$ cat src/rtl/wfd_pkg.sv
package wfd_pkg;
  localparam int NUM_FILTERS = 4;
  localparam int TABLE_WORDS = 8;
  // register byte addresses (word aligned)
  localparam logic [7:0] ADDR_CTRL_STATUS = 8'h00;
  localparam logic [7:0] ADDR_TABLE_PORT = 8'h04;
  localparam logic [7:0] ADDR_STATION_LO = 8'h08;
  localparam logic [7:0] ADDR_STATION_HI = 8'h0C;
  localparam logic [7:0] ADDR_POWER = 8'h10;
  // control / status bit positions
  localparam int BIT_MAGIC_EN = 1;
  localparam int BIT_PATTERN_EN = 2;
  localparam int BIT_MAGIC_RX = 4;
  localparam int BIT_PATTERN_RX = 5;
  localparam int BIT_NOTIFY_IRQ = 8;
  localparam int BIT_NOTIFY_PME = 9;
  // filter command bits
  localparam int CMD_ENABLE = 0;
  localparam int CMD_MULTICAST = 3;
  localparam int MASK_BITS = 31;
  localparam int MIN_OFFSET = 12;
  localparam int ADDR_BYTES = 6;
  localparam int SYNC_BYTES = 6;
  localparam int MAGIC_REPS = 16;
  localparam logic [7:0] SYNC_BYTE = 8'hFF;
  localparam logic [15:0] CRC_INIT = 16'hFFFF;
  localparam logic [15:0] CRC_POLY = 16'h8005;
  localparam logic [31:0] RESET_WORD = 32'h0000_0000;
  localparam logic [47:0] BROADCAST = 48'hFFFF_FFFF_FFFF;
endpackage

$ cat src/rtl/wfd_tbl_if.sv
`timescale 1ns/1ps
`default_nettype none
interface wfd_tbl_if;
  logic wr_en;
  logic [2:0] wr_idx;
  logic [31:0] wr_data;
  logic [2:0] rd_idx;
  logic [31:0] rd_data;
  modport owner (output wr_en, output wr_idx, output wr_data, output rd_idx, input rd_data);
  modport mem (input wr_en, input wr_idx, input wr_data, input rd_idx, output rd_data);
endinterface
`default_nettype wire

$ cat src/rtl/wfd_filter_table.sv
`timescale 1ns/1ps
`default_nettype none
module wfd_filter_table
  import wfd_pkg::*;
(
  input wire logic clk_in,
  input wire logic reset_in,
  wfd_tbl_if.mem tbl,
  output logic [TABLE_WORDS*32-1:0] words_out
);
  logic [31:0] mem_ff [TABLE_WORDS];
  logic [31:0] rd_ff;
  always_ff @(posedge clk_in)
  begin
    if (reset_in)
    begin
      for (int i = 0; i < TABLE_WORDS; i++)
        mem_ff[i] <= RESET_WORD;
    end
    else if (tbl.wr_en)
      mem_ff[tbl.wr_idx] <= tbl.wr_data;
  end
  always_ff @(posedge clk_in)
  begin
    if (reset_in)
      rd_ff <= RESET_WORD;
    else
      rd_ff <= mem_ff[tbl.rd_idx];
  end
  assign tbl.rd_data = rd_ff;
  always_comb
  begin
    for (int i = 0; i < TABLE_WORDS; i++)
      words_out[i*32 +: 32] = mem_ff[i];
  end
endmodule
`default_nettype wire

$ cat src/rtl/wfd_wake_frame_detector.sv
// Overview of operation
// - mask bit j feeds byte offset+j
// - command bit 3 picks multicast or unicast
// - command bit 0 enables the filter
// - 8-bit offset, zero is first address byte
// - computed CRC equal to stored means wake
// - magic enable blocks normal reception
// - magic detect notifies via irq or pme
// - magic detect sets magic received status
// - clearing magic enable restores reception
// - magic check takes own or broadcast
// - multicast frames accepted for magic too
// - search six FF sync bytes after addresses
// - sixteen unbroken station address copies needed
// - broken run resumes sync search
// - sync must directly precede the copies
// - light sleep forces both detections on
// - pattern enable blocks reception, sets status
// - four independent programmable filters
`timescale 1ns/1ps
`default_nettype none
module wfd_wake_frame_detector
  import wfd_pkg::*;
(
  input wire logic CLK_IN,
  input wire logic RESET_IN,
  input wire logic [31:0] WB_ADR_IN,
  input wire logic [31:0] WB_DAT_IN,
  input wire logic [3:0] WB_SEL_IN,
  input wire logic WB_WE_IN,
  input wire logic WB_CYC_IN,
  input wire logic WB_STB_IN,
  output logic [31:0] WB_DAT_OUT,
  output logic WB_ACK_OUT,
  input wire logic RX_SOF_IN,
  input wire logic RX_VALID_IN,
  input wire logic [7:0] RX_DATA_IN,
  input wire logic RX_EOF_IN,
  output logic RX_NORMAL_EN_OUT,
  output logic HOST_IRQ_OUT,
  output logic POWER_EVENT_OUT
);
  import wfd_pkg::*;

  function automatic logic [15:0] crc_step(input logic [15:0] c, input logic [7:0] d);
    logic [15:0] r;
    r = c;
    for (int b = 7; b >= 0; b--)
    begin
      if (r[15] ^ d[b])
        r = {r[14:0], 1'b0} ^ CRC_POLY;
      else
        r = {r[14:0], 1'b0};
    end
    return r;
  endfunction

  wfd_tbl_if tbl ();
  logic [TABLE_WORDS*32-1:0] tbl_words;
  wfd_filter_table u_table (
    .clk_in(CLK_IN),
    .reset_in(RESET_IN),
    .tbl(tbl),
    .words_out(tbl_words)
  );

  logic magic_en_ff;
  logic pattern_en_ff;
  logic magic_rx_ff;
  logic pattern_rx_ff;
  logic notify_irq_ff;
  logic notify_pme_ff;
  logic sleep_ff;
  logic [2:0] tbl_ptr_ff;
  logic [47:0] station_ff;
  logic ack_ff;
  logic [31:0] rdat_ff;
  logic [2:0] nxt_tbl_ptr;
  logic magic_hit;
  logic pattern_hit;
  logic magic_active;
  logic pattern_active;
  logic [7:0] adr;
  logic req;
  logic wr_ok;

  assign adr = WB_ADR_IN[7:0];
  assign req = WB_CYC_IN && WB_STB_IN && !ack_ff;
  assign wr_ok = req && WB_WE_IN && (&WB_SEL_IN);
  // light sleep forces both detections on
  assign magic_active = magic_en_ff || sleep_ff;
  assign pattern_active = pattern_en_ff || sleep_ff;

  // table port: successive writes walk the eight words
  assign tbl.wr_en = wr_ok && adr == ADDR_TABLE_PORT;
  assign tbl.wr_idx = tbl_ptr_ff;
  assign tbl.wr_data = WB_DAT_IN;
  // read index runs one step ahead, so the memory register holds the current word
  assign nxt_tbl_ptr = (req && adr == ADDR_TABLE_PORT) ? tbl_ptr_ff + 3'h1
    : (wr_ok && adr == ADDR_CTRL_STATUS) ? 3'h0 : tbl_ptr_ff;
  assign tbl.rd_idx = nxt_tbl_ptr;

  always_ff @(posedge CLK_IN)
  begin
    if (RESET_IN)
      tbl_ptr_ff <= 3'h0;
    else
      tbl_ptr_ff <= nxt_tbl_ptr;
  end

  always_ff @(posedge CLK_IN)
  begin
    if (RESET_IN)
    begin
      magic_en_ff <= 1'b0;
      pattern_en_ff <= 1'b0;
      notify_irq_ff <= 1'b0;
      notify_pme_ff <= 1'b0;
      sleep_ff <= 1'b0;
      station_ff <= 48'h0;
    end
    else if (wr_ok)
    begin
      unique case (adr)
        ADDR_CTRL_STATUS:
        begin
          magic_en_ff <= WB_DAT_IN[BIT_MAGIC_EN];
          pattern_en_ff <= WB_DAT_IN[BIT_PATTERN_EN];
          notify_irq_ff <= WB_DAT_IN[BIT_NOTIFY_IRQ];
          notify_pme_ff <= WB_DAT_IN[BIT_NOTIFY_PME];
        end
        ADDR_STATION_LO: station_ff[31:0] <= WB_DAT_IN;
        ADDR_STATION_HI: station_ff[47:32] <= WB_DAT_IN[15:0];
        ADDR_POWER: sleep_ff <= WB_DAT_IN[0];
        default: ;
      endcase
    end
  end

  // status bits: write one clears, a hit in the same cycle wins
  always_ff @(posedge CLK_IN)
  begin
    if (RESET_IN)
    begin
      magic_rx_ff <= 1'b0;
      pattern_rx_ff <= 1'b0;
    end
    else
    begin
      if (magic_hit)
        magic_rx_ff <= 1'b1;
      else if (wr_ok && adr == ADDR_CTRL_STATUS && WB_DAT_IN[BIT_MAGIC_RX])
        magic_rx_ff <= 1'b0;
      if (pattern_hit)
        pattern_rx_ff <= 1'b1;
      else if (wr_ok && adr == ADDR_CTRL_STATUS && WB_DAT_IN[BIT_PATTERN_RX])
        pattern_rx_ff <= 1'b0;
    end
  end

  always_ff @(posedge CLK_IN)
  begin
    if (RESET_IN)
    begin
      ack_ff <= 1'b0;
    end
    else
    begin
      ack_ff <= req;
    end
  end
  assign WB_ACK_OUT = ack_ff;

  always_ff @(posedge CLK_IN)
  begin
    if (RESET_IN)
      rdat_ff <= 32'h0;
    else if (req && !WB_WE_IN)
    begin
      rdat_ff <= 32'h0;
      unique case (adr)
        ADDR_CTRL_STATUS:
        begin
          rdat_ff[BIT_MAGIC_EN] <= magic_en_ff;
          rdat_ff[BIT_PATTERN_EN] <= pattern_en_ff;
          rdat_ff[BIT_MAGIC_RX] <= magic_rx_ff;
          rdat_ff[BIT_PATTERN_RX] <= pattern_rx_ff;
          rdat_ff[BIT_NOTIFY_IRQ] <= notify_irq_ff;
          rdat_ff[BIT_NOTIFY_PME] <= notify_pme_ff;
        end
        ADDR_TABLE_PORT: rdat_ff <= tbl.rd_data;
        ADDR_STATION_LO: rdat_ff <= station_ff[31:0];
        ADDR_STATION_HI: rdat_ff <= {16'h0, station_ff[47:32]};
        ADDR_POWER: rdat_ff <= {31'h0, sleep_ff};
        default: rdat_ff <= 32'h0;
      endcase
    end
  end
  // every read source lands in one register, so the bus sees no mux
  assign WB_DAT_OUT = rdat_ff;

  // either detector blocks normal frame delivery
  always_ff @(posedge CLK_IN)
  begin
    if (RESET_IN)
      RX_NORMAL_EN_OUT <= 1'b1;
    else
      RX_NORMAL_EN_OUT <= !(magic_active || pattern_active);
  end

  always_ff @(posedge CLK_IN)
  begin
    if (RESET_IN)
    begin
      HOST_IRQ_OUT <= 1'b0;
      POWER_EVENT_OUT <= 1'b0;
    end
    else
    begin
      HOST_IRQ_OUT <= notify_irq_ff && (magic_rx_ff || pattern_rx_ff);
      POWER_EVENT_OUT <= notify_pme_ff && (magic_rx_ff || pattern_rx_ff);
    end
  end

  // frame position and destination capture
  logic [10:0] pos_ff;
  logic [47:0] dest_ff;
  logic in_frame_ff;
  logic [7:0] dbyte;
  always_ff @(posedge CLK_IN)
  begin
    if (RESET_IN)
    begin
      pos_ff <= 11'h0;
      dest_ff <= 48'h0;
      in_frame_ff <= 1'b0;
    end
    else if (RX_VALID_IN)
    begin
      pos_ff <= RX_SOF_IN ? 11'h1 : pos_ff + 11'h1;
      in_frame_ff <= !RX_EOF_IN;
      if (RX_SOF_IN)
        dest_ff <= {RX_DATA_IN, 40'h0};
      else if (pos_ff < 11'(ADDR_BYTES))
        dest_ff[8*(5-pos_ff[2:0]) +: 8] <= RX_DATA_IN;
    end
  end
  logic [10:0] cur_pos;
  assign cur_pos = RX_SOF_IN ? 11'h0 : pos_ff;
  assign dbyte = RX_DATA_IN;

  // destination type, valid once the address field is in
  logic dest_mcast;
  logic dest_own;
  logic dest_bcast;
  assign dest_mcast = dest_ff[40];
  assign dest_own = dest_ff == station_ff;
  assign dest_bcast = dest_ff == BROADCAST;

  // magic detector
  typedef enum {MG_SYNC, MG_ADDR} wfd_magic_t;
  wfd_magic_t mg_state_ff;
  logic [2:0] mg_cnt_ff;
  logic [4:0] mg_rep_ff;
  logic mg_done_ff;
  logic [7:0] st_byte;
  logic body;
  assign body = RX_VALID_IN && cur_pos >= 11'(2*ADDR_BYTES);
  assign st_byte = station_ff[8*(5-mg_cnt_ff) +: 8];

  always_ff @(posedge CLK_IN)
  begin
    if (RESET_IN || (RX_VALID_IN && RX_SOF_IN))
    begin
      mg_state_ff <= MG_SYNC;
      mg_cnt_ff <= 3'h0;
      mg_rep_ff <= 5'h0;
      mg_done_ff <= 1'b0;
    end
    else if (body && !mg_done_ff)
    begin
      unique case (mg_state_ff)
        MG_SYNC:
          if (dbyte == SYNC_BYTE)
          begin
            if (mg_cnt_ff == 3'(SYNC_BYTES - 1))
            begin
              mg_state_ff <= MG_ADDR;
              mg_cnt_ff <= 3'h0;
              mg_rep_ff <= 5'h0;
            end
            else
              mg_cnt_ff <= mg_cnt_ff + 3'h1;
          end
          else
            mg_cnt_ff <= 3'h0;
        MG_ADDR:
          if (dbyte == st_byte)
          begin
            if (mg_cnt_ff == 3'(ADDR_BYTES - 1))
            begin
              mg_cnt_ff <= 3'h0;
              mg_rep_ff <= mg_rep_ff + 5'h1;
              if (mg_rep_ff == 5'(MAGIC_REPS - 1))
                mg_done_ff <= 1'b1;
            end
            else
              mg_cnt_ff <= mg_cnt_ff + 3'h1;
          end
          else
          begin
            // broken run: rescan; an FF here may open a new sync
            mg_state_ff <= MG_SYNC;
            mg_cnt_ff <= (dbyte == SYNC_BYTE) ? 3'h1 : 3'h0;
          end
      endcase
    end
  end
  // decided at end of frame once the destination is known
  assign magic_hit = magic_active && RX_VALID_IN && RX_EOF_IN && mg_done_ff
    && (dest_own || dest_bcast || dest_mcast);

  // pattern filters
  logic [15:0] crc_ff [NUM_FILTERS];
  logic [NUM_FILTERS-1:0] f_hit;
  always_comb
  begin
    for (int f = 0; f < NUM_FILTERS; f++)
    begin
      f_hit[f] = tbl_words[4*32 + 8*f + CMD_ENABLE]
        && (tbl_words[4*32 + 8*f + CMD_MULTICAST] == dest_mcast)
        && (crc_ff[f] == tbl_words[(6 + f/2)*32 + 16*(f%2) +: 16]);
    end
  end
  always_ff @(posedge CLK_IN)
  begin
    for (int f = 0; f < NUM_FILTERS; f++)
    begin
      logic [30:0] msk;
      logic [7:0] off;
      logic [10:0] rel;
      msk = tbl_words[f*32 +: MASK_BITS];
      off = tbl_words[5*32 + 8*f +: 8];
      rel = cur_pos - {3'h0, off};
      if (RESET_IN || (RX_VALID_IN && RX_SOF_IN))
        crc_ff[f] <= CRC_INIT;
      else if (RX_VALID_IN && cur_pos >= {3'h0, off} && rel < 11'(MASK_BITS)
        && msk[rel[4:0]])
        crc_ff[f] <= crc_step(crc_ff[f], dbyte);
    end
  end
  // compared after the last byte has been folded in
  logic eof_d_ff;
  always_ff @(posedge CLK_IN)
  begin
    if (RESET_IN)
      eof_d_ff <= 1'b0;
    else
      eof_d_ff <= RX_VALID_IN && RX_EOF_IN;
  end
  assign pattern_hit = pattern_active && eof_d_ff && (|f_hit);
endmodule
`default_nettype wire

$ cat config.mk
export PLATFORM = sky130hd
export DESIGN_NAME = wfd_wake_frame_detector
export DESIGN_NICKNAME = d
export VERILOG_FILES = /design/src/rtl/wfd_pkg.sv /design/src/rtl/wfd_tbl_if.sv /design/src/rtl/wfd_filter_table.sv /design/src/rtl/wfd_wake_frame_detector.sv
export SDC_FILE = /design/constraint.sdc
export NUM_CORES = 1
export LEC_CHECK = 0
export BUFFER_PORTS_ARGS = -buffer_cell sky130_fd_sc_hd__buf_4
export CORE_AREA = 2 2 226 228
export DETAILED_ROUTE_END_ITERATION = 12
export DIE_AREA = 0 0 228 230
export PLACE_DENSITY_LB_ADDON = 0.1
export SLEW_MARGIN = 20
export SYNTH_ARGS = -nofsm -noshare
export SYNTH_HDL_FRONTEND = slang
export SYNTH_SLANG_ARGS = --single-unit
export TNS_END_PERCENT = 50
$ cat constraint.sdc
create_clock -name CLK_IN -period 6.3 [get_ports CLK_IN]
set_input_delay 0.945 -clock CLK_IN [delete_from_list [all_inputs] [get_ports CLK_IN]]
set_output_delay 0.945 -clock CLK_IN [all_outputs]
set_load 0.005 [all_outputs]
==> metrics <==
outcome finished, final reports clean; root buf cell clkbuf_16; routed via count 20410; global-route usage over all layers 32.82%; DRT antenna net count 0; met2 GRT Util 51.60%; Syn Nets 2660; Die W 228 µm; fillers 4187; WP buf/inv 1; Async SR Flop Fraction 0%; P&R area growth vs syn 11.15%; vias in the first global route 19680; cell family with most CP delay compound AO/OA/AOI/OAI gates; area share of the largest cell type after synthesis 35.20%; Max VDD drop 200.6 µV; GR Util met1 45.44%; slew margin rel. 25.66%; Final #Nets 2704; maximum clock frequency 212.4 MHz; WL/cell 26.30 µm; CTS buffer count 55; CTS tree yes; Max-cap violations 0; Slowest Stage Delay on Critical Path 0.64 ns; number of synthesized flops with an enable pin 320; Register Area 0.01353 mm²; critical path peak fanout 30; worst-margin pin slew 1.115 ns; Pleak 0.01151 µW; Pwr per Cell Area 252.9 mW/mm²; post-CTS setup buffers 0; largest net degree at the start of global routing 68; GR Overflow Total 0; yosys warns 0; Mapped Avg Cell Area 10.81 µm²; RSZ-0062 raised after global routing no; post_cts resized 0; #FFs+latches synth 516; post-synthesis cell area 0.02730 mm²; CP Launch Type input port; reg2reg start pos_ff[1]; busiest grt layer met2; cell taking the most area after synthesis edfxtp_1; Req. time, crit path 6.55 ns; Syn Inst Count 2525; top post-synthesis cells by area edfxtp_1 35%, dfxtp_1 14%, mux2i_1 6.7%; Die Span Y 230 µm; CP Class input port to flop; Final Max Tran Viols 0; fraction of layout cells with a size suffix above 1 12.01%; # IOs 120; initial antenna violation count 5; Final Non-Filler Cells 3286; Hold Fails Final Rpt 0; Die ar. 0.05244 mm²; HP Start dest_ff[26]; area of the multi-input gates 0.01292 mm²; library cells used by synthesis 85; total wire length 86.42 mm; Initial DRT Pass Iterations 6; CP Launch Point RX_SOF_IN; first-pass GRT wire length 128.3 mm; Core Area 0.04986 mm²; htree depth 2; count of hold-fix buffers inserted at cts 0; clock sink total 516; Iter 0 DRT Violations 2452; num rows 82; DRC errors left 0; Total Power 7676 µW; M3 GR Usage 5.072%; Tcrit/Tclk final 74.72%; hold crit path type flop to flop; Critical Path Slowest Stage Cell a21o_1; top post-synthesis cells by count 320 x edfxtp_1, 246 x and2_1, 198 x xnor2_1; register area share after synthesis 49.57%; Placer Congestion 0.9552; # setup viols final 0; IO Port Bufs 95; Worst-Skew Late Latency 0.62 ns; crit path time final 4.708 ns; clock-pin slew on the worst setup and hold paths 0.06 ns; Critical Path Sink Type flop; DP Cell Count 3184; antenna cell count 0; setup TNS 0 ns; Crit path arrival time 4.96 ns; initial core utilization 54.76%; DR vias/cell 6.211; CP Cell Sequence buf_4 > nor2_2 > ha_1 > nor2b_1 > o21a_1 > o21ai_0 > a221oi_1 > a211o_1 > a211oi_1 > nor4bb_2 > a21o_1; HPWL Detailed 62.26 mm; clk_skew 0.03075 ns; ys flop type edfxtp_1; most common cell in the netlist edfxtp_1; clk buf depth 3
worst paths after layout:
path	endpoint	slack, ns	cells after the start
worst max-delay path	crc_ff[1][14]	1.59	11
worst max register to register	crc_ff[1][14]	1.60	11
worst min register to register	dest_ff[26]	0.46	2
worst min-delay path	dest_ff[26]	0.46	2
worst register-to-register path, stage by stage (launching register included):
cell and delay [ns]:
dfxtp_1 0.38, inv_1 0.17, nor2_2 0.62, ha_1 0.37
nor2b_1 0.13, o21a_1 0.17, o21ai_0 0.50, a221oi_1 0.20
a211o_1 0.31, a211oi_1 0.23, nor4bb_2 0.62, a21o_1 0.65
cell usage in the layout (no fill, tap or decap), types with 15 or more instances in the layout:
cell type | Yosys | final
a22oi_1 | 36 | 36
xor2_1 | 48 | 48
mux4_2 | 30 | 30
nor2_1 | 157 | 156
nand3_1 | 59 | 59
and2_1 | 246 | 246
xnor2_1 | 198 | 191
clkbuf_16 | 0 | 55
ha_1 | 46 | 46
edfxtp_1 | 320 | 320
clkbuf_1 | 104 | 16
nor4_1 | 15 | 15
o221ai_1 | 33 | 33
o22a_1 | 32 | 32
buf_4 | 5 | 138
o21a_1 | 16 | 16
mux2i_1 | 183 | 183
nand4_1 | 46 | 46
nand2_1 | 188 | 188
a21oi_1 | 145 | 144
dfxtp_1 | 196 | 196
nand2b_1 | 34 | 34
inv_1 | 55 | 55
nor2b_1 | 21 | 19
nor3_1 | 44 | 42
o21ai_0 | 36 | 36
registers in the layout, summed over array words and instances, names as in the netlist, 3 cells and up:
| register | cells |
|---|---|
| mg_cnt_ff | 3 |
| u_table.tbl.rd_data | 32 |
| tbl.wr_idx | 3 |
| crc_ff | 64 |
| station_ff | 48 |
| u_table.mem_ff | 256 |
| pos_ff | 11 |
| WB_DAT_OUT | 32 |
| mg_rep_ff | 5 |
| dest_ff | 48 |
cells by family after synthesis:
logic type               count (synthesis)  synth area share, %
AO/OA/AOI/OAI                          396                9.670
XOR/XNOR                               248                8.011
adder cells (fa/ha/maj)                 51                2.475
buffers and inverters                  209                3.469
flip-flops                             516                49.57
multiplexers                           226                9.720
AND/OR/NAND/NOR                        879                17.09
where the power goes:
group	total, µW	switching (µW)	internal, µW
logic	679	434	245
clock network	3270	1370	1900
registers	3720	64.7	3660
total	7680	1870	5810
area by class of cell:
| type | instances | area share, % |
|---|---|---|
| Sequential cell | 516 | 44.59 |
| Multi-Input combinational cell | 1800 | 42.56 |
| Clock buffer | 79 | 5.096 |
| Timing Repair Buffer | 139 | 3.480 |
| Tap cell | 672 | 2.771 |
| Clock inverter | 23 | 0.7957 |
| Inverter | 57 | 0.7050 |
metal layers:
layer | up-vias | wire length, µm
li1 | 9141 | -
met1 | 10110 | 36070
met2 | 984 | 39180
met3 | 177 | 7401
met4 | 0 | 3765
met5 | - | 0
metrics by stage:
step           instance area, µm²  setup slack (ns)  utilization [%]  hold WS (ns)
3_3_place_gp                28550            0.7777            57.26        0.4501
4_1_cts                     30350             1.334            60.86        0.4653
5_1_grt                     30350             1.361            60.86        0.4822
6_report                    30350             1.592            60.86        0.4645
3_5_place_dp                28560            0.7149            57.27        0.4581
2_1_floorplan               27300            0.7521                -        0.4210
Power figures use the tool's default switching activity.
